[src/rtl/vfi_pkg.sv]
// Function
// - 720p codes 00h-09h, even native, odd extended
// - 1080 2200/2376 and 1035 rasters coded
// - 1080/25 2640-sample rasters coded 0Ch-0Fh
// - 1080/24 2750-sample rasters coded 10h-13h
// - 525 and 625 line rasters coded
// - Unmatched HD 1Dh, SD 1Eh, never 1Ch/1Fh
// - HD rate without ASI fills luma and chroma formats
// - SD or ASI: luma only, chroma all ones
// - Formats all ones on reset, unlock, pass-through
// - Format codes 0h to 3h tape, packages
// - Format codes 4h-8h, Fh unknown
// - Standard code in status bits 14:10
// - Standard code zero on reset, unlock, bypass
package vfi_pkg;

  localparam int ADDR_W = 8;
  localparam int DATA_W = 16;

  // Register offsets
  localparam logic [7:0] VID_STD_ADDR  = 8'h04;
  localparam logic [7:0] CTRL_ADDR     = 8'h20;
  localparam logic [7:0] TRACK_ADDR    = 8'h21;

  // Status word field positions
  localparam int STD_MSB   = 14;
  localparam int STD_LSB   = 10;
  localparam int INTP_BIT  = 9;
  localparam int SLOCK_BIT = 8;
  localparam int CFMT_LSB  = 4;
  localparam int YFMT_LSB  = 0;

  // Control word fields and reset values
  localparam int DT_BIT      = 0;
  localparam int CONF_LSB    = 1;
  localparam int CONF_W      = 3;
  localparam logic [2:0] CONF_RST = 3'h2;

  // Standard codes
  localparam logic [4:0] STD_CLEAR   = 5'h00;
  localparam logic [4:0] STD_1080I60 = 5'h0a;
  localparam logic [4:0] STD_1080P30 = 5'h0b;
  localparam logic [4:0] STD_1080I50 = 5'h0c;
  localparam logic [4:0] STD_1080P25 = 5'h0d;
  localparam logic [4:0] STD_P25_EM  = 5'h0e;
  localparam logic [4:0] STD_SF25_EM = 5'h0f;
  localparam logic [4:0] STD_1080P24 = 5'h10;
  localparam logic [4:0] STD_SF24    = 5'h11;
  localparam logic [4:0] STD_ALT50   = 5'h14;
  localparam logic [4:0] STD_1035I   = 5'h15;
  localparam logic [4:0] STD_525_487 = 5'h16;
  localparam logic [4:0] STD_525_507 = 5'h17;
  localparam logic [4:0] STD_625     = 5'h18;
  localparam logic [4:0] STD_525_G87 = 5'h19;
  localparam logic [4:0] STD_625_GEN = 5'h1a;
  localparam logic [4:0] STD_525_G07 = 5'h1b;
  localparam logic [4:0] STD_UNK_HD  = 5'h1d;
  localparam logic [4:0] STD_UNK_SD  = 5'h1e;

  // Data format codes
  localparam logic [3:0] FMT_TAPE_NO_ECC = 4'h0;
  localparam logic [3:0] FMT_TAPE_ECC    = 4'h1;
  localparam logic [3:0] FMT_TAPE2       = 4'h2;
  localparam logic [3:0] FMT_CONTENT_PKG = 4'h3;
  localparam logic [3:0] FMT_FIXED_BLK   = 4'h4;
  localparam logic [3:0] FMT_VAR_BLK     = 4'h5;
  localparam logic [3:0] FMT_SDI         = 4'h6;
  localparam logic [3:0] FMT_ASI         = 4'h7;
  localparam logic [3:0] FMT_TDM         = 4'h8;
  localparam logic [3:0] FMT_UNKNOWN     = 4'hf;

  // Raster figures
  localparam logic [12:0] TS_720_60  = 13'd1650;
  localparam logic [12:0] TS_720_30  = 13'd3300;
  localparam logic [12:0] TS_720_50  = 13'd1980;
  localparam logic [12:0] TS_720_25  = 13'd3960;
  localparam logic [12:0] TS_720_24  = 13'd4125;
  localparam logic [12:0] TS_1080_60 = 13'd2200;
  localparam logic [12:0] TS_1080_50 = 13'd2640;
  localparam logic [12:0] TS_1080_24 = 13'd2750;
  localparam logic [12:0] TS_ALT50   = 13'd2376;
  localparam logic [12:0] TS_525     = 13'd1716;
  localparam logic [12:0] TS_625     = 13'd1728;
  localparam logic [12:0] AS_720     = 13'd1280;
  localparam logic [12:0] AS_1080    = 13'd1920;
  localparam logic [12:0] AS_SD      = 13'd1440;
  localparam logic [10:0] TL_720     = 11'd750;
  localparam logic [10:0] TL_1125    = 11'd1125;
  localparam logic [10:0] TL_1250    = 11'd1250;
  localparam logic [10:0] TL_525     = 11'd525;
  localparam logic [10:0] TL_625     = 11'd625;
  localparam logic [10:0] AL_1035    = 11'd517;
  localparam logic [10:0] AL_487     = 11'd244;
  localparam logic [10:0] AL_507     = 11'd254;

  // One measured raster, valid once per frame
  typedef struct packed {
    logic [12:0] total_samples;
    logic [12:0] active_samples;
    logic [10:0] total_lines;
    logic [10:0] active_lines;
    logic        interlaced;
  } raster_type;

  // Payload identifier format codes
  typedef struct packed {
    logic       valid;
    logic [3:0] luma;
    logic [3:0] chroma;
  } payload_fmt_type;

endpackage

[src/rtl/raster_matcher.sv]
`timescale 1ns/1ns
module raster_matcher
  import vfi_pkg::*;
(
  input  raster_type raster_i,
  input  wire logic  hd_i,
  output logic [4:0] code_o
);

  wire logic [12:0] ts = raster_i.total_samples;
  wire logic        nat = (raster_i.active_samples == AS_1080);
  wire logic        il  = raster_i.interlaced;
  wire logic        l1125 = (raster_i.total_lines == TL_1125);

  // Pick odd extended code when active width is not native
  function automatic logic [4:0] pair(input logic [4:0] base, input logic native);
    pair = native ? base : base + 5'h01;
  endfunction

  // Lookup keyed on total samples per line
  always_comb begin
    code_o = hd_i ? STD_UNK_HD : STD_UNK_SD;
    if (hd_i && raster_i.total_lines == TL_720) begin
      case (ts)
        TS_720_60: code_o = pair(5'h00, raster_i.active_samples == AS_720);
        TS_720_30: code_o = pair(5'h02, raster_i.active_samples == AS_720);
        TS_720_50: code_o = pair(5'h04, raster_i.active_samples == AS_720);
        TS_720_25: code_o = pair(5'h06, raster_i.active_samples == AS_720);
        TS_720_24: code_o = pair(5'h08, raster_i.active_samples == AS_720);
        default:   code_o = STD_UNK_HD;
      endcase
    end else if (hd_i && l1125) begin
      case (ts)
        TS_1080_60: begin
          if (raster_i.active_lines == AL_1035) code_o = STD_1035I;
          else code_o = il ? STD_1080I60 : STD_1080P30;
        end
        TS_1080_50: begin
          if (nat) code_o = il ? STD_1080I50 : STD_1080P25;
          else code_o = il ? STD_SF25_EM : STD_P25_EM;
        end
        TS_1080_24: code_o = pair(il ? STD_SF24 : STD_1080P24, 1'b1) + (nat ? 5'h00 : 5'h02);
        default:    code_o = STD_UNK_HD;
      endcase
    end else if (hd_i && raster_i.total_lines == TL_1250 && ts == TS_ALT50) begin
      code_o = STD_ALT50;
    end else if (!hd_i && ts == TS_525 && raster_i.total_lines == TL_525) begin
      if (raster_i.active_samples == AS_SD)
        code_o = (raster_i.active_lines == AL_507) ? STD_525_507 : STD_525_487;
      else
        code_o = (raster_i.active_lines == AL_507) ? STD_525_G07 : STD_525_G87;
    end else if (!hd_i && ts == TS_625 && raster_i.total_lines == TL_625) begin
      code_o = (raster_i.active_samples == AS_SD) ? STD_625 : STD_625_GEN;
    end
  end

endmodule

[src/rtl/video_format_indicator.sv]
// The implementer's own choices: strobed register access and the placing of the registers.
`timescale 1ns/1ns
module video_format_indicator
  import vfi_pkg::*;
(
  input  wire logic              sys_clk_i,
  input  wire logic              rst_i,
  // Timing extraction
  input  raster_type             raster_i,
  input  wire logic              raster_valid_i,
  input  wire logic              std_lock_i,
  input  wire logic              locked_i,
  input  wire logic              rate_indicator_i,
  input  wire logic              asi_mode_i,
  input  payload_fmt_type        payload_fmt_i,
  // Pin from outside the clock domain
  input  wire logic              processing_bypass_n_i,
  // Register port
  input  wire logic [ADDR_W-1:0] reg_addr_i,
  input  wire logic [DATA_W-1:0] reg_wdata_i,
  input  wire logic              reg_we_i,
  input  wire logic              reg_re_i,
  output logic      [DATA_W-1:0] reg_rdata_o,
  // Direct status outputs
  output logic      [4:0]        video_standard_code_o,
  output logic      [3:0]        luma_format_code_o,
  output logic      [3:0]        chroma_format_code_o,
  output logic                   data_through_o
);

  // Classifier FSM states
  typedef enum logic [2:0] {
    ST_BLANK   = 3'b001,
    ST_CONFIRM = 3'b010,
    ST_REPORT  = 3'b100
  } track_state_type;

  track_state_type state_r;
  track_state_type state_nxt;

  logic [4:0]        std_code_r;
  logic [4:0]        std_code_nxt;
  logic              int_prog_r;
  logic              int_prog_nxt;
  logic [4:0]        cand_r;
  logic [4:0]        cand_nxt;
  logic [CONF_W-1:0] match_cnt_r;
  logic [CONF_W-1:0] match_cnt_nxt;
  logic [3:0]        luma_fmt_r;
  logic [3:0]        luma_fmt_nxt;
  logic [3:0]        chroma_fmt_r;
  logic [3:0]        chroma_fmt_nxt;
  logic              data_through_r;
  logic [CONF_W-1:0] confirm_r;
  logic [DATA_W-1:0] rdata_r;
  logic [2:0]        bypass_sync_r;
  logic              bypass_n_r;

  wire logic [4:0]        match_code;
  wire logic              hd_mode;
  wire logic              lock_lost;
  wire logic              std_clear;
  wire logic              fmt_clear;
  wire logic              same_cand;
  wire logic [CONF_W-1:0] cnt_inc;
  wire logic              confirmed;
  wire logic [CONF_W-1:0] confirm_eff;
  wire logic              ctrl_wr;
  wire logic [DATA_W-1:0] std_word;
  wire logic [DATA_W-1:0] ctrl_word;
  wire logic [DATA_W-1:0] track_word;
  wire logic [DATA_W-1:0] read_mux;
  wire logic [3:0]        luma_src;
  wire logic [3:0]        chroma_src;

  // Saturating increment shared by the match counter
  function automatic logic [CONF_W-1:0] sat_inc(input logic [CONF_W-1:0] v);
    sat_inc = (v == {CONF_W{1'b1}}) ? v : v + {{(CONF_W-1){1'b0}}, 1'b1};
  endfunction

  // Keep reserved format codes out of the fields
  function automatic logic [3:0] fmt_filter(input logic [3:0] f);
    fmt_filter = (f > FMT_TDM) ? FMT_UNKNOWN : f;
  endfunction

  // Bypass pin: three stages, a change counts once
  // the second and third agree
  always_ff @(posedge sys_clk_i) begin
    if (rst_i) begin
      bypass_sync_r <= 3'h7;
    end else begin
      bypass_sync_r <= {bypass_sync_r[1:0], processing_bypass_n_i};
    end
  end

  // Filtered bypass level
  always_ff @(posedge sys_clk_i) begin
    if (rst_i) begin
      bypass_n_r <= 1'b1;
    end else if (bypass_sync_r[1] == bypass_sync_r[2]) begin
      bypass_n_r <= bypass_sync_r[2];
    end
  end

  // Table lookup of the current measurement
  raster_matcher u_matcher (
    .raster_i (raster_i),
    .hd_i     (hd_mode),
    .code_o   (match_code)
  );

  // Mode and clearing conditions
  assign hd_mode   = !rate_indicator_i;
  assign lock_lost = !locked_i;
  assign std_clear = lock_lost || !bypass_n_r;
  assign fmt_clear = lock_lost || data_through_r;

  // A zero threshold would confirm on the second match, so treat it as one
  assign confirm_eff = (confirm_r == {CONF_W{1'b0}}) ?
                       {{(CONF_W-1){1'b0}}, 1'b1} : confirm_r;
  assign same_cand   = (match_code == cand_r);
  assign cnt_inc     = sat_inc(match_cnt_r);
  assign confirmed   = (cnt_inc >= confirm_eff);

  // Classifier: a new code needs a run of equal matches
  always_comb begin
    state_nxt     = state_r;
    std_code_nxt  = std_code_r;
    int_prog_nxt  = int_prog_r;
    cand_nxt      = cand_r;
    match_cnt_nxt = match_cnt_r;
    case (state_r)
      ST_BLANK: begin
        if (raster_valid_i) begin
          cand_nxt      = match_code;
          match_cnt_nxt = {{(CONF_W-1){1'b0}}, 1'b1};
          if (confirm_eff == {{(CONF_W-1){1'b0}}, 1'b1}) begin
            std_code_nxt = match_code;
            int_prog_nxt = raster_i.interlaced;
            state_nxt    = ST_REPORT;
          end else begin
            state_nxt = ST_CONFIRM;
          end
        end
      end
      ST_CONFIRM: begin
        if (raster_valid_i) begin
          if (same_cand) begin
            match_cnt_nxt = cnt_inc;
            if (confirmed) begin
              std_code_nxt = cand_r;
              int_prog_nxt = raster_i.interlaced;
              state_nxt    = ST_REPORT;
            end
          end else begin
            // Restart the run; old code stays visible
            cand_nxt      = match_code;
            match_cnt_nxt = {{(CONF_W-1){1'b0}}, 1'b1};
          end
        end
      end
      ST_REPORT: begin
        if (raster_valid_i && match_code != std_code_r) begin
          cand_nxt      = match_code;
          match_cnt_nxt = {{(CONF_W-1){1'b0}}, 1'b1};
          if (confirm_eff == {{(CONF_W-1){1'b0}}, 1'b1}) begin
            std_code_nxt = match_code;
            int_prog_nxt = raster_i.interlaced;
          end else begin
            state_nxt = ST_CONFIRM;
          end
        end
      end
      default: begin
        state_nxt     = ST_BLANK;
        std_code_nxt  = STD_CLEAR;
        match_cnt_nxt = {CONF_W{1'b0}};
      end
    endcase
    // Loss of lock or bypass wipes everything
    if (std_clear) begin
      state_nxt     = ST_BLANK;
      std_code_nxt  = STD_CLEAR;
      int_prog_nxt  = 1'b0;
      cand_nxt      = STD_CLEAR;
      match_cnt_nxt = {CONF_W{1'b0}};
    end
  end

  // Classifier registers
  always_ff @(posedge sys_clk_i) begin
    if (rst_i) begin
      state_r     <= ST_BLANK;
      std_code_r  <= STD_CLEAR;
      int_prog_r  <= 1'b0;
      cand_r      <= STD_CLEAR;
      match_cnt_r <= {CONF_W{1'b0}};
    end else begin
      state_r     <= state_nxt;
      std_code_r  <= std_code_nxt;
      int_prog_r  <= int_prog_nxt;
      cand_r      <= cand_nxt;
      match_cnt_r <= match_cnt_nxt;
    end
  end

  // Format source: ASI is known from the mode alone,
  // otherwise the payload identifier, else plain serial video
  assign luma_src = asi_mode_i ? FMT_ASI :
                    payload_fmt_i.valid ? fmt_filter(payload_fmt_i.luma) :
                    FMT_SDI;
  assign chroma_src = payload_fmt_i.valid ? fmt_filter(payload_fmt_i.chroma) :
                      FMT_SDI;

  // Format fields per rate
  always_comb begin
    luma_fmt_nxt   = luma_src;
    chroma_fmt_nxt = FMT_UNKNOWN;
    if (hd_mode && !asi_mode_i) begin
      chroma_fmt_nxt = chroma_src;
    end
    if (fmt_clear) begin
      luma_fmt_nxt   = FMT_UNKNOWN;
      chroma_fmt_nxt = FMT_UNKNOWN;
    end
  end

  // Format registers
  always_ff @(posedge sys_clk_i) begin
    if (rst_i) begin
      luma_fmt_r   <= FMT_UNKNOWN;
      chroma_fmt_r <= FMT_UNKNOWN;
    end else begin
      luma_fmt_r   <= luma_fmt_nxt;
      chroma_fmt_r <= chroma_fmt_nxt;
    end
  end

  // Control register write
  assign ctrl_wr = reg_we_i && (reg_addr_i == CTRL_ADDR);

  always_ff @(posedge sys_clk_i) begin
    if (rst_i) begin
      data_through_r <= 1'b0;
      confirm_r      <= CONF_RST;
    end else if (ctrl_wr) begin
      data_through_r <= reg_wdata_i[DT_BIT];
      confirm_r      <= reg_wdata_i[CONF_LSB +: CONF_W];
    end
  end

  // Read words; unused bits read as zero
  assign std_word = {1'b0, std_code_r, int_prog_r,
                     std_lock_i && !std_clear,
                     chroma_fmt_r, luma_fmt_r};
  assign ctrl_word = {{(DATA_W-CONF_W-1){1'b0}}, confirm_r, data_through_r};
  assign track_word = {5'h00, state_r, match_cnt_r, cand_r};

  // Unmapped addresses read as zero
  assign read_mux = (reg_addr_i == VID_STD_ADDR) ? std_word :
                    (reg_addr_i == CTRL_ADDR)    ? ctrl_word :
                    (reg_addr_i == TRACK_ADDR)   ? track_word :
                    {DATA_W{1'b0}};

  // Read data stands one cycle only
  always_ff @(posedge sys_clk_i) begin
    if (rst_i) begin
      rdata_r <= {DATA_W{1'b0}};
    end else if (reg_re_i) begin
      rdata_r <= read_mux;
    end else begin
      rdata_r <= {DATA_W{1'b0}};
    end
  end

  // Outputs
  assign reg_rdata_o           = rdata_r;
  assign video_standard_code_o = std_code_r;
  assign luma_format_code_o    = luma_fmt_r;
  assign chroma_format_code_o  = chroma_fmt_r;
  assign data_through_o        = data_through_r;

endmodule

[config.mk]
export PLATFORM = sky130hd
export DESIGN_NAME = video_format_indicator
export DESIGN_NICKNAME = d
export VERILOG_FILES = /design/src/rtl/vfi_pkg.sv /design/src/rtl/raster_matcher.sv /design/src/rtl/video_format_indicator.sv
export SDC_FILE = /design/constraint.sdc
export NUM_CORES = 1
export LEC_CHECK = 0
export BUFFER_PORTS_ARGS = -buffer_cell sky130_fd_sc_hd__buf_2
export CORE_UTILIZATION = 35
export DETAILED_ROUTE_END_ITERATION = 8
export PLACE_DENSITY_LB_ADDON = 0.08
export SLEW_MARGIN = 20
export SYNTH_ARGS = -nofsm -noshare
export SYNTH_HDL_FRONTEND = slang
export SYNTH_SLANG_ARGS = --single-unit
[constraint.sdc]
create_clock -name sys_clk_i -period 5.36 [get_ports sys_clk_i]
set_clock_uncertainty 0.15 [all_clocks]
set_input_delay 0.536 -clock sys_clk_i [delete_from_list [all_inputs] [get_ports sys_clk_i]]
set_output_delay 0.536 -clock sys_clk_i [all_outputs]
set_load 0.02 [all_outputs]
==> metrics, run 1 <==
Arrival @ worst endpoint 3.71 ns; period utilisation layout 69.0%; fraction of registers with async set or reset after synthesis 0%; residual overflow from global routing 0; cell area after layout 4170 µm²; time the worst path needs with I/O delays and setup 3.70 ns; Top-Level Pins 122; routability-driven placement congestion ratio 0.886; signed area change from the synthesized netlist to the final layout 22.7%; Total Negative Setup Slacks 0 ns; leading cell types by total area after synthesis sky130_fd_sc_hd__dfxtp_1 (28%), sky130_fd_sc_hd__nand2_1 (4.1%), sky130_fd_sc_hd__nor3_1 (3.8%), sky130_fd_sc_hd__nor2_1 (3.5%), sky130_fd_sc_hd__o21ai_0 (3.4%); fin cells 653; worst slew pin tran 0.987 ns; most common flop cell mapped by yosys sky130_fd_sc_hd__dfxtp_1; Hold Worst Slack 0.252 ns; internal reg-to-reg setup slack 2.54 ns; number of clock sinks 48; iteration-0 DRC count of the detailed router 117; Leak 1.66 nW; layout cell share with drive strength beyond 1 30.5%; worst slack after detailed placement 1.34 ns; commonest non-fill, non-tap cells in the layout sky130_fd_sc_hd__buf_2 (108), sky130_fd_sc_hd__dfxtp_1 (48), sky130_fd_sc_hd__nand2_1 (37), sky130_fd_sc_hd__nor2_1 (32), sky130_fd_sc_hd__nor3_1 (26); initial antenna violation count 0; max-cap check violation count 0; Die Ht 101 µm; highest layer used for signal routing met4; utilization of the core after routing 44.7%; detailed-route wire length per cell 15.6 µm; diode count 0; TritonCTS clock tree done; Routed Wire Length 10200 µm; flip-flop and latch count after synthesis 48; H-tree levels 2; Post-Syn Nets 514; number of placed instances with taps included 645; commonest non-fill, non-tap cell in the layout sky130_fd_sc_hd__buf_2; clock root buffer master sky130_fd_sc_hd__clkbuf_8; highest ir drop seen on vdd 0.153 mV; wire length of the first global-routing pass 16500 µm; Clk pin slew, worst setup/hold paths 0.09 ns; type of destination of the critical path register; Routed met1 length 4810 µm; count of vias placed by the detailed router 3554; synth warn 0; register area share after synthesis 28.3%; cell count of the worst reg-to-reg path 12; largest net degree at the start of global routing 17; number of enable-type register cells in the synthesized netlist 0; data required time at the worst endpoint 5.37 ns; via count of the first global-routing pass 3206; placeable core region 9330 µm²; clock latency reported for the late side of the worst-skew pair 0.31 ns; number of clock buffers inserted by TritonCTS 5; Yosys top cell area share 28.3%; width of the die 101 µm; Avg Inst Size Synth 8.13 µm²; count of different cell masters after synthesis 85; minimum setup slack in the final design 1.66 ns; effective utilization at floorplan 36.4%; first-pass iteration count of the detailed router 4; post-cts sizing count 0; startpoint of the tightest hold check path processing_bypass_n_i; global routing usage summed across all routing layers 20.8%; number of input and output port buffers inserted 108; setup violation total in the final timing report 0; critical path launch point raster_i[13]; number of max-slew violations in the final report 0; CP Class input port to register; setup bufs post-CTS 0; sum of internal, switching and leakage power 775 µW; Avg Vias per Cell 5.44; number of buffers inserted for hold repair after clock tree synthesis 0; combined area of all synthesized cells 3400 µm²; Power Dens Cells 186 nW/µm²; Placement Cell Area 4050 µm²; Met3 Wirelength 435 µm; startpoint of the most critical register-to-register path match_cnt_r[0]; Critical R2R Capture video_standard_code_o[1]; hold path depth 2; run status finished clean; maximum fanout along the worst path 10; # DRC 0; number of buffers between clock root and the deepest sink 2; number of failing hold endpoints at the final stage 0; unrepaired setup endpoints after global routing false; number of instances in the synthesized netlist 418; Tightest Hold Check Type input port to register; floorplan die area 10100 µm²; Antenna Nets Post-Route 0; number of nets in the layout 619; maximum clock frequency 270 MHz; Detailed Place HPWL 8310 µm; Relative slew margins 33.2%; sort of element at the start of the critical path input port; hold-critical path endpoint bypass_sync_r[0]; routed wl met2 4820 µm; cell taking the most area after synthesis sky130_fd_sc_hd__dfxtp_1; count of standard-cell rows 35
critical path, stage by stage:
cell	delay, ns
sky130_fd_sc_hd__buf_2	0.10
sky130_fd_sc_hd__or3b_2	0.51
sky130_fd_sc_hd__nor4_2	0.39
sky130_fd_sc_hd__nand4_1	0.22
sky130_fd_sc_hd__o21ai_0	0.33
sky130_fd_sc_hd__o211ai_2	0.19
sky130_fd_sc_hd__or3b_4	0.41
sky130_fd_sc_hd__a2111oi_4	0.51
sky130_fd_sc_hd__a21oi_2	0.24
sky130_fd_sc_hd__a21oi_1	0.21
sky130_fd_sc_hd__a211oi_1	0.07
sequential cells by signal (all words and copies together), names as in the netlist, 4 cells and up:
| register | cells |
|---|---|
| luma_format_code_o | 4 |
| cand_r | 5 |
| video_standard_code_o | 5 |
| reg_rdata_o | 15 |
| chroma_format_code_o | 4 |
synthesized netlist by cell type, drive strengths merged (7+ instances only):
cell type and instances:
nand2b 10, a21oi 25, dfxtp 48, or4 8, nor4 9, nand4 10, nor3 27, a22oi 9
nand3 15, clkbuf 7, nand2 37, a22o 7, or2 8, inv 10, o21ai 29, nor2 32
and2 9
layer usage:
layer,up-vias,global-route usage (%)
met4,0,5.24
met1,1627,28.1
met2,122,34.9
met3,10,2.84
li1,1795,-
met5,-,0
power breakdown:
group / internal [mW] / switching (mW)
clock: 0.141 / 0.128
sequential: 0.363 / 0.00890
combinational: 0.0571 / 0.0768
cell type report:
class	instances	area, µm²
inverters	10	37.5
flip-flops and latches	48	961
multi-input cells	349	2350
clock buffers	5	68.8
fillers	963	5160
well taps	129	161
clock inverters	3	47.5
repair buffers	109	548
worst max path at each step:
stage / end / slack (ns) / depth (start not counted)
finish: match_cnt_r[2] / 1.66 / 11
detailed placement: match_cnt_r[2] / 1.34 / 11
floorplan: match_cnt_r[2] / 1.88 / 10
global route: match_cnt_r[2] / 1.38 / 11
CTS: match_cnt_r[2] / 1.65 / 11
global placement: match_cnt_r[2] / 1.32 / 11
logic make-up (layout without fill, tap and decap cells):
family	after synthesis	after routing	share of synthesized area [%]
buffers and inverters	21	127	2.72
multiplexers	6	6	1.88
AO/OA/AOI/OAI	108	108	24.1
AND/OR/NAND/NOR	222	222	39.4
other	1	1	0.110
flip-flops	48	48	28.3
adder cells (fa/ha/maj)	4	4	1.47
XOR/XNOR	8	8	2.06
No activity file was read; power rests on OpenSTA's default activity.
==> run 2: changes to the inputs <==
ABC_AREA = 1   (was not set)
clock period = 3.7 ns   (was 5.36 ns; I/O delays follow)
==> run 2 against run 1 <==
  * Clock power increased by 20%
  * Largest cell class unchanged
  * Sequential power increased by 46%
  * Flip-flop and latch count unchanged
  * Via count increased by 15%
  * Die area increased by 6.1%
  * Cell count increased by 32%
  * First-iteration DRC count increased by 37%
  * Largest power group unchanged
  * Synthesized cell count increased by 48%
  * Worst hold slack got worse by 0.17 ns
  * Global-route usage decreased by 1.4 points
==> metrics, run 2 <==
Antenna Nets Post-Route 0 (unchanged); maximum clock frequency 404 MHz; number of flip-flops under the largest register name 15 (unchanged); count of standard-cell rows 36 (+2.9%); CP Class input port to register; commonest non-fill, non-tap cell in the layout sky130_fd_sc_hd__nand2_1; via count of the first global-routing pass 3756 (+17%); flip-flop and latch count after synthesis 48 (unchanged); number of buffers inserted for hold repair after clock tree synthesis 0 (unchanged); Post-Syn Nets 714 (+39%); Power Dens Cells 258 nW/µm² (+39%); initial antenna violation count 0 (unchanged); number of clock sinks 48 (unchanged); met3 track utilization from global routing 3.84% (+1.0 points); Arrival @ worst endpoint 2.53 ns (-1.18 ns); combined area of all synthesized cells 3610 µm² (+6.3%); count of vias placed by the detailed router 4084 (+15%); routability-driven placement congestion ratio 0.899 (+1.5%); Routed Wire Length 10200 µm (+0.22%); iteration-0 DRC count of the detailed router 160 (+37%); width of the die 104 µm (+3.0%); synth warn 0 (unchanged); TritonCTS clock tree done; # DRC 0 (unchanged); H-tree levels 2 (unchanged); stage delay of the slowest cell on the critical path 0.23 ns (-0.28 ns); Relative slew margins 44.5% (+11 points); number of enable-type register cells in the synthesized netlist 0 (unchanged); largest net degree at the start of global routing 17 (unchanged); design internal power 763 µW (+36%); most common flop cell mapped by yosys sky130_fd_sc_hd__dfxtp_1; period utilisation layout 66.9%; Detailed Place HPWL 8650 µm (+4.1%); cell-by-cell listing of the critical path buf_2 -> inv_1 -> nand2_1 -> nor2_1 -> nand2_1 -> nor2_1 -> nand2_1 -> nand3_1 -> nand2_1 -> inv_2 -> nand2_2 -> nand2_1 -> nand3_1 -> nor2_1 -> nand2_1 -> nand2_2 -> nand2_4 -> nand2_2 -> nand2_1 -> nand2_1 -> nor2_1; wire length of the first global-routing pass 17300 µm (+4.7%); most instantiated library cell after synthesis sky130_fd_sc_hd__nand2_1; register area share after synthesis 26.6% (-1.7 points); highest ir drop seen on vdd 0.186 mV (+21%); minimum setup slack in the final design 1.22 ns (-0.438 ns); setup bufs post-CTS 0 (unchanged); part of the power in the clock network 28.6% (-6.1 points); setup violation total in the final timing report 0 (unchanged); time the worst path needs with I/O delays and setup 2.48 ns; critical path's slowest cell sky130_fd_sc_hd__nand2_2; share of power burned in combinational logic 23.3% (+6.0 points); met1 track utilization from global routing 28.4% (+0.29 points); diode count 0 (unchanged); number of failing hold endpoints at the final stage 0 (unchanged); signed area change from the synthesized netlist to the final layout 21.3%; post-cts sizing count 0 (unchanged); clock latency reported for the late side of the worst-skew pair 0.31 ns (about the same); number of instances in the synthesized netlist 618 (+48%); first-pass iteration count of the detailed router 4 (unchanged); count of different cell masters after synthesis 40 (-53%); worst slew pin tran 0.825 ns (-0.163 ns); placeable core region 9910 µm² (+6.2%); power share of the sequential group 48.1% (about the same); Filler cells 1134 (+18%); layout cell share with drive strength beyond 1 22.8% (-7.8 points); global route hottest layer met2; number of max-slew violations in the final report 0 (unchanged); most numerous cell types in the synthesized netlist sky130_fd_sc_hd__nand2_1 (156), sky130_fd_sc_hd__nor2_1 (113), sky130_fd_sc_hd__inv_1 (100), sky130_fd_sc_hd__nand3_1 (52), sky130_fd_sc_hd__dfxtp_1 (48); floorplan die area 10700 µm² (+6.1%); Top-Level Pins 122 (unchanged); global routing usage summed across all routing layers 19.4% (-1.4 points); unrepaired setup endpoints after global routing false; detailed-route wire length per cell 11.9 µm (-24%); utilization of the core after routing 44.2% (-0.49 points); run status finished clean; sort of element at the start of the critical path input port; leading cell types by total area after synthesis sky130_fd_sc_hd__dfxtp_1 (27%), sky130_fd_sc_hd__nand2_1 (16%), sky130_fd_sc_hd__nor2_1 (12%), sky130_fd_sc_hd__inv_1 (10%), sky130_fd_sc_hd__nand3_1 (7.2%); Leak 2.24 nW (+35%); worst slack after detailed placement 0.912 ns (-0.432 ns); number of input and output port buffers inserted 108 (unchanged); cell taking the most area after synthesis sky130_fd_sc_hd__dfxtp_1; number of clock buffers inserted by TritonCTS 5 (unchanged); Clk pin slew, worst setup/hold paths 0.10 ns (about the same); data required time at the worst endpoint 3.75 ns (-1.62 ns); Avg Inst Size Synth 5.85 µm² (-28%); type of destination of the critical path register; number of nets in the layout 824 (+33%); max-cap check violation count 0 (unchanged); Tightest Hold Check Type input port to register; Avg Vias per Cell 4.74 (-13%); number of buffers between clock root and the deepest sink 2 (unchanged); Die Ht 104 µm (+3.0%); maximum fanout along the worst path 13 (+3); commonest non-fill, non-tap cells in the layout sky130_fd_sc_hd__nand2_1 (156), sky130_fd_sc_hd__nor2_1 (112), sky130_fd_sc_hd__buf_2 (108), sky130_fd_sc_hd__inv_1 (100), sky130_fd_sc_hd__nand3_1 (52); cell repeated most along the worst path sky130_fd_sc_hd__nand2_1; Yosys top cell area share 26.6% (-1.7 points); met2 Usage GRT 30.0% (-5.0 points); clock root buffer master sky130_fd_sc_hd__clkbuf_8; effective utilization at floorplan 36.5% (about the same); net switching power of the design 366 µW (+71%); residual overflow from global routing 0 (unchanged); Total Negative Setup Slacks 0 ns (unchanged); fraction of registers with async set or reset after synthesis 0% (unchanged); Net Sw Frac 32.4% (+4.8 points)
-- run 2: final cells by class --
| type | instances | area [µm²] | area share, % |
|---|---|---|---|
| multi-input combinational | 459 | 2230 | 50.8 |
| sequential | 48 | 961 | 21.9 |
| timing repair buffer | 108 | 541 | 12.3 |
| inverter | 106 | 398 | 9.08 |
| tap | 133 | 166 | 3.80 |
| clock buffer | 5 | 68.8 | 1.57 |
| clock inverter | 3 | 21.3 | 0.485 |
-- run 2: worst paths after layout --
path / start / depth (start not counted) / slack, ns / end
worst max-delay path: raster_i[37] / 21 / 1.22 / cand_r[0]
worst min-delay path: processing_bypass_n_i / 2 / 0.09 / bypass_sync_r[0]
worst min register to register: bypass_sync_r[0] / 1 / 0.27 / bypass_sync_r[1]
worst max register to register: match_cnt_r[0] / 11 / 1.39 / int_prog_r
-- run 2: per-stage QoR --
stage | hold WS, ns | area, µm² | power (mW) | cells
floorplan | 0.239 | 3610 | 0.718 | 618
detailed placement | 0.246 | 4290 | 0.817 | 854
finish | 0.0865 | 4380 | 1.13 | 862
global placement | 0.242 | 4290 | 0.814 | 854
CTS | 0.0823 | 4380 | 1.14 | 862
global route | 0.0803 | 4380 | 1.20 | 862
-- run 2: cells by family (layout without fill, tap and decap cells) --
logic type / after synthesis / in the layout / synth area share [%]
xor+xnor: 1 / 1 / 0.243
flops: 48 / 48 / 26.6
buf+inv: 111 / 222 / 11.8
fa+ha+maj: 4 / 4 / 1.39
other cells: 1 / 1 / 0.104
compound gates: 49 / 49 / 8.28
simple gates: 404 / 404 / 51.5
-- run 2: metal layers --
layer,vias to the layer above,wire (µm)
li1,2171,-
met1,1797,5430
met2,116,4210
met3,0,601
met4,0,0
met5,-,0
-- run 2: power by group through the flow --
stage          clock network [mW]  logic, mW  registers, mW
2_1_floorplan                   0      0.161          0.558
4_1_cts                     0.334      0.263          0.543
3_3_place_gp                    0      0.259          0.555
3_5_place_dp                    0      0.262          0.555
5_1_grt                     0.356      0.301          0.545
6_report                    0.323      0.263          0.543
-- run 2: worst max-delay path, delay by kind of cell --
family        cells  cell delay, ns
buf+inv           3            0.31
simple gates     18            1.86
